**config.mk**
```make
export PLATFORM = sky130hd
export DESIGN_NAME = ttcr_timer
export DESIGN_NICKNAME = d
export VERILOG_FILES = /design/src/include/ttcr_pkg.sv /design/src/rtl/ttcr_timer.sv
export VERILOG_INCLUDE_DIRS = /design/src /design/src/include
export SDC_FILE = /design/constraint.sdc
export NUM_CORES = 1
export LEC_CHECK = 0
export BUFFER_PORTS_ARGS = -buffer_cell sky130_fd_sc_hd__buf_2
export CORE_MARGIN = 10
export CORE_UTILIZATION = 63
export CTS_BUF_LIST = sky130_fd_sc_hd__clkbuf_4
export CTS_CLUSTER_DIAMETER = 100
export DETAILED_ROUTE_END_ITERATION = 6
export GPL_ROUTABILITY_DRIVEN = 0
export PLACE_DENSITY = 0.89
export SLEW_MARGIN = 20
export SYNTH_ARGS = -nofsm -noshare
export SYNTH_HDL_FRONTEND = slang
export SYNTH_SLANG_ARGS = --single-unit
```
**constraint.sdc**
```tcl
create_clock -name pclk -period 6.14 [get_ports pclk]
set_input_delay 1.228 -clock pclk [delete_from_list [all_inputs] [get_ports pclk]]
set_output_delay 1.228 -clock pclk [all_outputs]
set_load 0.02 [all_outputs]
```
**src/include/ttcr_consts.svh**
```systemverilog
`ifndef TTCR_CONSTS_SVH
`define TTCR_CONSTS_SVH
// register indices; byte address is four times the index
`define TTCR_IDX_CTRL 10'h0c8
`define TTCR_IDX_MODE 10'h0c9
`define TTCR_IDX_CAPL 10'h0ca
`define TTCR_IDX_CAPH 10'h0cb
`define TTCR_IDX_CNTL 10'h0cc
`define TTCR_IDX_CNTH 10'h0cd
// reset values
`define TTCR_CTRL_RST 8'h00
`define TTCR_MODE_RST 2'h0
`define TTCR_CNT_RST  16'h0000
// one machine cycle is six oscillator clocks
`define TTCR_MC_LAST  3'h5
`define TTCR_MC_ZERO  3'h0
`define TTCR_MC_STEP  3'h1
`define TTCR_ALL_ONES 16'hffff
`define TTCR_CNT_STEP 16'h0001
`endif

```
**src/include/ttcr_pkg.sv**
```systemverilog
package ttcr_pkg;

    typedef struct packed
    {
        logic overflow_flag;
        logic external_edge_flag;
        logic uart_rx_clock_select;
        logic uart_tx_clock_select;
        logic external_trigger_enable;
        logic run_control;
        logic counter_select;
        logic capture_reload_select;
    } ttcr_ctrl_s;

    typedef struct packed
    {
        logic clock_out_enable;
        logic down_count_enable;
    } ttcr_tmode_s;

    typedef enum logic [2:0]
    {
        mode_off     = 3'b000,
        mode_reload  = 3'b001,
        mode_capture = 3'b010,
        mode_clkout  = 3'b011,
        mode_baud    = 3'b100
    } ttcr_mode_e;

endpackage

```
**src/rtl/ttcr_timer.sv**
```systemverilog
`timescale 1ns/1ps
`include "ttcr_consts.svh"

module ttcr_timer
(
    // clock and reset
    input  wire logic        pclk,
    input  wire logic        presetn,
    // apb slave
    input  wire logic        psel,
    input  wire logic        penable,
    input  wire logic        pwrite,
    input  wire logic [11:0] paddr,
    input  wire logic [31:0] pwdata,
    output logic      [31:0] prdata,
    output logic             pready,
    output logic             pslverr,
    // pins
    input  wire logic        trigger_input,
    input  wire logic        count_pin_in,
    output logic             count_pin_out,
    output logic             count_pin_oe,
    // system
    input  wire logic        t1_overflow,
    output logic             timer_irq,
    output logic             uart_rx_clk,
    output logic             uart_tx_clk
);

    // ----------------------------------------
    // state
    // ----------------------------------------
    ttcr_pkg::ttcr_ctrl_s  ctrl_r;
    ttcr_pkg::ttcr_tmode_s tmode_r;
    ttcr_pkg::ttcr_mode_e  mode;
    logic [15:0]           cnt_r;
    logic [15:0]           cap_r;
    logic [2:0]            mc_r;
    logic                  mc_tick;
    logic                  trg_last_r;
    logic                  trg_pend_r;
    logic                  pin_last_r;
    logic                  pin_fall;
    logic                  trg_act;
    logic                  tick;
    logic                  down;
    logic                  up_roll;
    logic                  dn_match;
    logic                  ovf;
    logic                  wr_en;
    logic [9:0]            widx;
    logic                  cnt_wr;
    logic [31:0]           rd_val;
    logic                  rd_hit;
    logic [31:0]           prdata_r;
    logic                  pready_r;
    logic                  pslverr_r;
    logic                  irq_r;
    logic                  rxc_r;
    logic                  txc_r;
    logic                  pin_out_r;
    logic                  pin_oe_r;

    // ----------------------------------------
    // mode selection
    // ----------------------------------------
    always_comb
    begin
        if (!ctrl_r.run_control)
            mode = ttcr_pkg::mode_off;
        else if (ctrl_r.uart_rx_clock_select || ctrl_r.uart_tx_clock_select)
            mode = ttcr_pkg::mode_baud;
        else if (tmode_r.clock_out_enable)
            mode = ttcr_pkg::mode_clkout;
        else if (ctrl_r.capture_reload_select)
            mode = ttcr_pkg::mode_capture;
        else
            mode = ttcr_pkg::mode_reload;
    end

    // ----------------------------------------
    // machine cycle and input sampling
    // ----------------------------------------
    always_ff @(posedge pclk or negedge presetn)
    begin
        if (!presetn)
            mc_r <= `TTCR_MC_ZERO;
        else if (mc_r == `TTCR_MC_LAST)
            mc_r <= `TTCR_MC_ZERO;
        else
            mc_r <= mc_r + `TTCR_MC_STEP;
    end

    assign mc_tick = (mc_r == `TTCR_MC_LAST);

    // pins are sampled once a machine cycle, so pulses shorter than one can be missed
    always_ff @(posedge pclk or negedge presetn)
    begin
        if (!presetn)
        begin
            trg_last_r <= 1'b0;
            trg_pend_r <= 1'b0;
            pin_last_r <= 1'b0;
        end
        else if (mc_tick)
        begin
            trg_last_r <= trigger_input;
            trg_pend_r <= trg_last_r && !trigger_input;
            pin_last_r <= count_pin_in;
        end
    end

    // edge acts at the third sample, ignored when triggering is off
    assign trg_act  = mc_tick && trg_pend_r && ctrl_r.external_trigger_enable;
    assign pin_fall = mc_tick && pin_last_r && !count_pin_in;

    // ----------------------------------------
    // count source and events
    // ----------------------------------------
    always_comb
    begin
        if (mode == ttcr_pkg::mode_off)
            tick = 1'b0;
        else if (ctrl_r.counter_select)
            tick = pin_fall;
        else if (mode == ttcr_pkg::mode_baud || mode == ttcr_pkg::mode_clkout)
            tick = 1'b1;
        else
            tick = mc_tick;
    end

    // direction from the trigger pin only in plain reload mode
    assign down = (mode == ttcr_pkg::mode_reload) && tmode_r.down_count_enable
                  && !trigger_input;
    assign up_roll  = tick && !down && (cnt_r == `TTCR_ALL_ONES);
    assign dn_match = tick && down && (cnt_r == cap_r);
    assign ovf      = up_roll || dn_match;

    // ----------------------------------------
    // apb decode
    // ----------------------------------------
    assign wr_en  = psel && penable && pwrite && pready_r;
    assign widx   = paddr[11:2];
    assign cnt_wr = wr_en && (widx == `TTCR_IDX_CNTL || widx == `TTCR_IDX_CNTH);

    always_comb
    begin
        rd_hit = 1'b1;
        rd_val = 32'h0000_0000;
        case (widx)
            `TTCR_IDX_CTRL: rd_val[7:0] = ctrl_r;
            `TTCR_IDX_MODE: rd_val[1:0] = tmode_r;
            `TTCR_IDX_CAPL: rd_val[7:0] = cap_r[7:0];
            `TTCR_IDX_CAPH: rd_val[7:0] = cap_r[15:8];
            `TTCR_IDX_CNTL: rd_val[7:0] = cnt_r[7:0];
            `TTCR_IDX_CNTH: rd_val[7:0] = cnt_r[15:8];
            default:        rd_hit = 1'b0;
        endcase
    end

    // one wait-free access: answer is prepared in the setup cycle
    always_ff @(posedge pclk or negedge presetn)
    begin
        if (!presetn)
        begin
            pready_r  <= 1'b0;
            prdata_r  <= 32'h0000_0000;
            pslverr_r <= 1'b0;
        end
        else
        begin
            pready_r  <= psel && !penable;
            prdata_r  <= (psel && !penable && !pwrite) ? rd_val : 32'h0000_0000;
            pslverr_r <= psel && !penable && !rd_hit;
        end
    end

    // ----------------------------------------
    // control and mode registers
    // ----------------------------------------
    always_ff @(posedge pclk or negedge presetn)
    begin
        if (!presetn)
            ctrl_r <= `TTCR_CTRL_RST;
        else
        begin
            if (wr_en && widx == `TTCR_IDX_CTRL)
                ctrl_r <= pwdata[7:0];
            // hardware sets win over a software clear in the same cycle
            if (ovf && (mode == ttcr_pkg::mode_reload ||
                        mode == ttcr_pkg::mode_capture))
                ctrl_r.overflow_flag <= 1'b1;
            if (mode == ttcr_pkg::mode_reload && tmode_r.down_count_enable)
            begin
                if (ovf)
                    ctrl_r.external_edge_flag <= !ctrl_r.external_edge_flag;
            end
            else if (trg_act && mode != ttcr_pkg::mode_off &&
                     mode != ttcr_pkg::mode_clkout)
                ctrl_r.external_edge_flag <= 1'b1;
        end
    end

    // reserved bits are not stored and read back as zero
    always_ff @(posedge pclk or negedge presetn)
    begin
        if (!presetn)
            tmode_r <= `TTCR_MODE_RST;
        else if (wr_en && widx == `TTCR_IDX_MODE)
            tmode_r <= pwdata[1:0];
    end

    // ----------------------------------------
    // counter
    // ----------------------------------------
    always_ff @(posedge pclk or negedge presetn)
    begin
        if (!presetn)
            cnt_r <= `TTCR_CNT_RST;
        else if (cnt_wr)
        begin
            if (widx == `TTCR_IDX_CNTL)
                cnt_r[7:0] <= pwdata[7:0];
            else
                cnt_r[15:8] <= pwdata[7:0];
        end
        else if (mode == ttcr_pkg::mode_capture)
        begin
            if (tick)
                cnt_r <= cnt_r + `TTCR_CNT_STEP;
        end
        else if (dn_match)
            cnt_r <= `TTCR_ALL_ONES;
        else if (up_roll)
            cnt_r <= cap_r;
        else if (trg_act && mode == ttcr_pkg::mode_reload && !tmode_r.down_count_enable)
            cnt_r <= cap_r;
        else if (tick)
            cnt_r <= down ? cnt_r - `TTCR_CNT_STEP : cnt_r + `TTCR_CNT_STEP;
    end

    // capture registers are unprotected: a later edge overwrites them
    always_ff @(posedge pclk or negedge presetn)
    begin
        if (!presetn)
            cap_r <= `TTCR_CNT_RST;
        else if (trg_act && mode == ttcr_pkg::mode_capture)
            cap_r <= cnt_r;
        else if (wr_en && widx == `TTCR_IDX_CAPL)
            cap_r[7:0] <= pwdata[7:0];
        else if (wr_en && widx == `TTCR_IDX_CAPH)
            cap_r[15:8] <= pwdata[7:0];
    end

    // ----------------------------------------
    // outputs
    // ----------------------------------------
    always_ff @(posedge pclk or negedge presetn)
    begin
        if (!presetn)
        begin
            irq_r <= 1'b0;
            rxc_r <= 1'b0;
            txc_r <= 1'b0;
        end
        else
        begin
            irq_r <= ctrl_r.overflow_flag || ctrl_r.external_edge_flag;
            rxc_r <= ctrl_r.uart_rx_clock_select ? ovf : t1_overflow;
            txc_r <= ctrl_r.uart_tx_clock_select ? ovf : t1_overflow;
        end
    end

    // count pin becomes an output toggled per roll-over in clock-out mode
    always_ff @(posedge pclk or negedge presetn)
    begin
        if (!presetn)
        begin
            pin_out_r <= 1'b0;
            pin_oe_r  <= 1'b0;
        end
        else
        begin
            pin_oe_r <= (mode == ttcr_pkg::mode_clkout);
            if (mode == ttcr_pkg::mode_clkout && ovf)
                pin_out_r <= !pin_out_r;
        end
    end

    assign prdata        = prdata_r;
    assign pready        = pready_r;
    assign pslverr       = pslverr_r;
    assign timer_irq     = irq_r;
    assign uart_rx_clk   = rxc_r;
    assign uart_tx_clk   = txc_r;
    assign count_pin_out = pin_out_r;
    assign count_pin_oe  = pin_oe_r;
endmodule

```
==> results of run 1 <==
==> tightest hold or removal path, stage by stage, from the launching register on <==
cell and delay (ps):
sky130_fd_sc_hd__dfrtp_1 370, sky130_fd_sc_hd__nand2_1 50, sky130_fd_sc_hd__nand2_1 60
==> power by group <==
| part | internal (W) | switching, W |
|---|---|---|
| clock network | 0.000165 | 0.000173 |
| registers | 0.000419 | 0.0000120 |
| logic | 0.0000235 | 0.0000523 |
| total | 0.000608 | 0.000237 |
==> per-layer routing <==
| metal | track usage (%) | part of all wire [%] | vias up |
|---|---|---|---|
| met2 | 39.25 | 44 | 434 |
| met4 | 12.40 | 5.2 | 0 |
| met1 | 30.38 | 37 | 2222 |
| met3 | 8.503 | 14 | 107 |
| li1 | - | - | 2032 |
| met5 | 0 | 0 | - |
==> registers in the layout, summed over array words and instances, names as in the netlist, 2 cells and up <==
register	flops
ctrl_r	8
prdata	8
cnt_r	16
tmode_r	2
mc_r	3
cap_r	16
==> synthesized netlist by cell type (all sizes together), types with 2 or more instances <==
cell type,count
dfrtp,63
and3,4
a22oi,10
a21o,4
a211oi,13
o32ai,5
o31a,2
or3,4
a41oi,3
mux2,11
o21ai,13
ha,2
inv,11
mux2i,40
buf,37
o31ai,3
nand2b,8
xor2,20
a221oi,13
nor3,12
xnor2,14
a31oi,7
nor4,12
nor2b,2
clkbuf,23
nand3,9
nand2,32
nor2,57
and4,5
a21oi,53
nand4,17
a211o,2
or4,3
and2,7
o22ai,5
or2,2
nor3b,4
a32oi,2
nor4b,2
==> logic make-up after synthesis <==
group	synth area share, %
simple gates	21.71
compound gates	20.26
buf+inv	7.907
flops	32.56
mux	10.83
xor+xnor	6.150
fa+ha+maj	0.5167
other cells	0.07745
==> through the flow <==
step / total power (W) / std cells / utilization [%] / hold slack (ps) / area (sq um)
after global placement: 0.0005088 / 657 / 66.94 / 464.0 / 4933
after floorplan: 0.0004933 / 575 / - / 441.8 / 4928
after detailed placement: 0.0005111 / 657 / 67.01 / 468.1 / 4938
final: 0.0008453 / 673 / 69.24 / 494.1 / 5102
after global routing: 0.0008735 / 673 / 69.24 / 513.1 / 5102
after CTS: 0.0008414 / 673 / 69.24 / 496.9 / 5102
==> worst max path at each step <==
stage | start | end
final | paddr[6] | cnt_r[11]
after global routing | paddr[11] | cnt_r[8]
after CTS | paddr[6] | cnt_r[11]
after detailed placement | paddr[6] | cnt_r[11]
after global placement | paddr[6] | cnt_r[11]
after floorplan | paddr[6] | ctrl_r[7]
==> final cells by class <==
| type | count | area [sq um] | share of cell area [%] |
|---|---|---|---|
| well taps | 99 | 123.9 | 2.428 |
| repair buffers | 43 | 222.7 | 4.365 |
| clock inverters | 7 | 96.34 | 1.888 |
| inverters | 11 | 41.29 | 0.8092 |
| multi-input cells | 441 | 2974 | 58.29 |
| clock buffers | 9 | 67.56 | 1.324 |
| flip-flops and latches | 63 | 1577 | 30.90 |
==> metrics.csv, run 1 <==
metric;value;unit
design.final.nets;623;
timing.max_cap.violations;0;
hold_path_depth;2;
hold_buffers;0;
post_route_setup_tns;0;ps
antenna_found_initial;0;
worst_setup_hold_path_clk_slew;120;ps
initial_core_util;65.70;%
grt_max_degree;64;
postSynth.asyncResetShare;100.0;%
most-common-layout-cells;63 x sky130_fd_sc_hd__dfrtp_1, 57 x sky130_fd_sc_hd__nor2_1, 53 x sky130_fd_sc_hd__a21oi_1, 40 x sky130_fd_sc_hd__mux2i_1, 40 x sky130_fd_sc_hd__buf_2;
clk_latency;430;ps
clockRootBuffer;sky130_fd_sc_hd__clkbuf_4;
number_of_failing_setup_endpoints_in_the_final_timing_report;0;
timing.reg2reg.setup_slack;2880;ps
final_period_minus_worst_setup_slack;3493;ps
rr_worst_depth;7;
timing.max_slew.rel_slack;25.26;%
synthFlopType;sky130_fd_sc_hd__dfrtp_1;
final_max_slew_viol_count;0;
detail_route.drc_violations;0;
arrival_time_at_the_worst_endpoint;3790;ps
hpwl;10350;um
grt_pass1_vias;4638;
max-vdd-ir-drop;0.1029;mV
dieArea;11590;sq um
timing.hold.worst_endpoint;pin_last_r;
unrepaired_setup_endpoints_after_global_routing;false;
max_freq;286.3;MHz
critical_path_class;in -> reg;
worst_slack;2647;ps
clock_path_buffers;2;
post_synth_main_area_contributors;sky130_fd_sc_hd__dfrtp_1 33%, sky130_fd_sc_hd__mux2i_1 8.3%, sky130_fd_sc_hd__a21oi_1 5.5%;
synth_unique_cells;67;
htree_num_levels;3;
synth_warnings;0;
min_from;pin_last_r;
ios;91;
rr_endpoint;cnt_r[0];
status;completed;
timing.critical_path.to_type;flip-flop;
timing.critical_path.cells;buf_2 -> and4bb_1 -> nand4_1 -> a21o_1 -> a2111oi_0 -> a211oi_1;
post_cts.repair.setup_buffers;0;
final.setup_skew;10.65;ps
critical-path-slowest-cell;sky130_fd_sc_hd__nand4_1;
placeableCoreArea;7370;sq um
postSynthCellCount;552;
drt-initial-drc-count;846;
ant_nets;0;
seq_area_frac_synth;32.56;%
cts_tree;yes;
cts_inserted_buffers;9;
drt-total-wl;14860;um
flow.area_growth_from_synthesis;5.375;%
detail_route.wl_per_cell;22.08;um
routed_via_count_divided_by_cell_count;7.125;
post-route-period-util;56.88;%
grt-ovfl-total;0;
p_leak;2.091;nW
final_hold_vio_count;0;
path_depth;6;
fp.dieH;107.7;um
critical_path.top_delay_family;compound AO/OA/AOI/OAI gates;
cts_num_sinks;63;
critical_path.max_stage_delay;740;ps
synthDominantCellAreaShare;32.56;%
synthesis.area;4842;sq um
post_synth_edffs;0;
number_of_synthesized_register_bits;63;
post-place-ws;2396;ps
worstPathMaxFanout;17;
cts-resized-gates;0;
worst_pin_slew;1115;ps
grt_first_pass_wirelength;23540;um
cp_num_buf_inv;1;
regToRegStartpoint;cnt_r[0];
yosys.area.top_type;sky130_fd_sc_hd__dfrtp_1;
cp-start-kind;input port;
crit_required;6430;ps
die_x;107.7;um
placementRows;31;
n_antenna_cell;0;
drive_gt1_share;16.72;%
via_count;4795;
pwr_density_cell;165.7;nW/um^2
worstHoldPathType;reg -> reg;
layout.cells.most_common;sky130_fd_sc_hd__dfrtp_1;
router_iterations_before_antenna_repair;7;
layout_filler_cell_count;565;
total_global_route_track_usage;25.18;%
port_buffers;40;
synth.avg_cell_area;8.772;sq um
Power figures use the tool's default switching activity.
==> run 2, diff against run 1 <==
--- a/config.mk
+++ b/config.mk
@@ -8,12 +8,12 @@
 export LEC_CHECK = 0
 export BUFFER_PORTS_ARGS = -buffer_cell sky130_fd_sc_hd__buf_2
 export CORE_MARGIN = 10
-export CORE_UTILIZATION = 63
+export CORE_UTILIZATION = 58
 export CTS_BUF_LIST = sky130_fd_sc_hd__clkbuf_4
 export CTS_CLUSTER_DIAMETER = 100
 export DETAILED_ROUTE_END_ITERATION = 6
 export GPL_ROUTABILITY_DRIVEN = 0
-export PLACE_DENSITY = 0.89
+export PLACE_DENSITY = 0.83
 export SLEW_MARGIN = 20
 export SYNTH_ARGS = -nofsm -noshare
 export SYNTH_HDL_FRONTEND = slang
==> constraint.sdc (replaced) <==
create_clock -name pclk -period 3.7 [get_ports pclk]
set_input_delay 0.74 -clock pclk [delete_from_list [all_inputs] [get_ports pclk]]
set_output_delay 0.74 -clock pclk [all_outputs]
set_load 0.02 [all_outputs]
==> run 2 against run 1 <==
Against the previous run:
- critical path type is now reg -> reg
- global-route usage down 2.3 points
- clock-buffer cell count rose by 1
- first-iteration DRC count shrank 6.9%
- cell area is 2.6% higher
- register-to-register slack got worse by 2200 ps
- sequential power up 64%
- die area grew 7.0%
- clock skew increased by 4.5 ps
==> metrics.csv, run 2 (same netlist as run 1, synthesis figures left out) <==
metric;value;unit
router_iterations_before_antenna_repair;7;
final_max_slew_viol_count;0;
post_route_setup_tns;0;ps
clk_latency;430;ps
p_leak;2.181;nW
routed_via_count_divided_by_cell_count;6.895;
worst_pin_slew;942.3;ps
die_x;111.4;um
initial_core_util;59.23;%
most-common-layout-cells;63 x sky130_fd_sc_hd__dfrtp_1, 57 x sky130_fd_sc_hd__nor2_1, 53 x sky130_fd_sc_hd__a21oi_1, 40 x sky130_fd_sc_hd__mux2i_1, 40 x sky130_fd_sc_hd__buf_2;
cp-start-kind;flip-flop;
port_buffers;40;
filler_free_cell_count_of_the_finished_design;697;
placeableCoreArea;8175;sq um
ios;91;
post_cts.repair.setup_buffers;0;
post_dp_cell_area;5076;sq um
drive_gt1_share;19.26;%
final_hold_vio_count;0;
grt_first_pass_wirelength;23810;um
via_count;4806;
finalInstanceArea;5236;sq um
final_util;64.05;%
number_of_failing_setup_endpoints_in_the_final_timing_report;0;
layout.cells.most_common;sky130_fd_sc_hd__dfrtp_1;
grt_pass1_vias;4667;
layout_filler_cell_count;678;
htree_num_levels;3;
critical_path_class;reg -> reg;
fp.dieH;111.4;um
total_global_route_track_usage;22.87;%
cts_tree;yes;
pwr_density_cell;268.3;nW/um^2
post-route-period-util;81.51;%
design.final.nets;641;
worstPathMaxFanout;13;
antenna_found_initial;0;
multiInputGateArea;2969;sq um
final.setup_skew;15.11;ps
placementRows;33;
crit_required;4050;ps
max_freq;331.6;MHz
worst_setup_hold_path_clk_slew;120;ps
clock_path_buffers;2;
dieArea;12400;sq um
hpwl;10690;um
final_period_minus_worst_setup_slack;3016;ps
timing.max_slew.rel_slack;36.70;%
cts_inserted_buffers;9;
timing.critical_path.to_type;flip-flop;
drt-total-wl;14860;um
timing.reg2reg.setup_slack;680;ps
cts-resized-gates;0;
drt-initial-drc-count;788;
ant_nets;0;
hold_buffers;0;
cts_num_sinks;63;
clockRootBuffer;sky130_fd_sc_hd__clkbuf_4;
largest_registers;cap_r (16), cnt_r (16);
grt-ovfl-total;0;
arrival_time_at_the_worst_endpoint;3360;ps
post-place-cells;681;
n_antenna_cell;0;
status;completed;
max-vdd-ir-drop;0.1346;mV
unrepaired_setup_endpoints_after_global_routing;false;
timing.max_cap.violations;0;
worstHoldPathType;in -> async;
flow.area_growth_from_synthesis;8.139;%
detail_route.drc_violations;0;
detail_route.wl_per_cell;21.33;um
grt_max_degree;42;
layout.area.seq;1577;sq um
-- run 2: cell count changes in the layout (fill, tap and decap cells not counted) --
cell	previous run	this run
sky130_fd_sc_hd__clkinv_4	1	0
sky130_fd_sc_hd__clkinv_1	1	0
sky130_fd_sc_hd__buf_4	3	21
sky130_fd_sc_hd__clkinv_2	0	2
sky130_fd_sc_hd__nand3_1	8	9
sky130_fd_sc_hd__inv_6	1	0
sky130_fd_sc_hd__nand3_2	1	0
sky130_fd_sc_hd__clkbuf_4	9	10
-- run 2: final timing paths --
check | from | endpoint | cells after the start
max in group asynchronous | presetn | cap_r[11] | 2
worst max-delay path | cnt_r[10] | cnt_r[0] | 6
min in group pclk | pin_last_r | pin_last_r | 2
worst max register to register | cnt_r[10] | cnt_r[0] | 6
worst min register to register | pin_last_r | pin_last_r | 2
worst min-delay path | presetn | cap_r[2] | 1
-- run 2: report_power, final --
group / total (W) / leakage, nW / internal, W / switching [W]
sequential: 0.000705 / 0.722 / 0.000696 / 0.00000984
combinational: 0.000141 / 1.38 / 0.0000430 / 0.0000975
clock: 0.000559 / 0.0824 / 0.000279 / 0.000280
-- run 2: layout make-up --
type                            instances  share of cell area, %
Tap cell                              105                  2.509
Clock buffer                           10                  1.434
Clock inverter                          6                  1.625
Timing Repair Buffer                   61                  6.834
Sequential cell                        63                  30.11
Inverter                               11                 0.7885
Multi-Input combinational cell        441                  56.70
-- run 2: critical path: stages (launching register included) --
cell and delay (ps):
sky130_fd_sc_hd__dfrtp_1 700, sky130_fd_sc_hd__nand4_1 270, sky130_fd_sc_hd__nor4_1 540, sky130_fd_sc_hd__nand4_1 370
sky130_fd_sc_hd__o21ai_0 590, sky130_fd_sc_hd__o21ai_0 240, sky130_fd_sc_hd__a31oi_1 220
-- run 2: per-layer routing --
metal / vias up / track usage, % / wire (um)
li1: 2079 / - / -
met1: 2239 / 28.60 / 5609
met2: 380 / 34.51 / 6469
met3: 108 / 7.622 / 1928
met4: 0 / 11.57 / 857
met5: - / 0 / 0
-- run 2: metrics by stage --
| step | total power (W) | setup WS, ps | hold WS [ps] |
|---|---|---|---|
| 6_report | 0.001405 | 684.0 | 437.9 |
| 4_1_cts | 0.001398 | 802.7 | 460.0 |
| 3_3_place_gp | 0.0008501 | 731.0 | 462.7 |
| 3_5_place_dp | 0.0008553 | 713.7 | 472.2 |
| 5_1_grt | 0.001445 | 483.1 | 509.1 |
| 2_1_floorplan | 0.0008186 | 1241 | 441.8 |
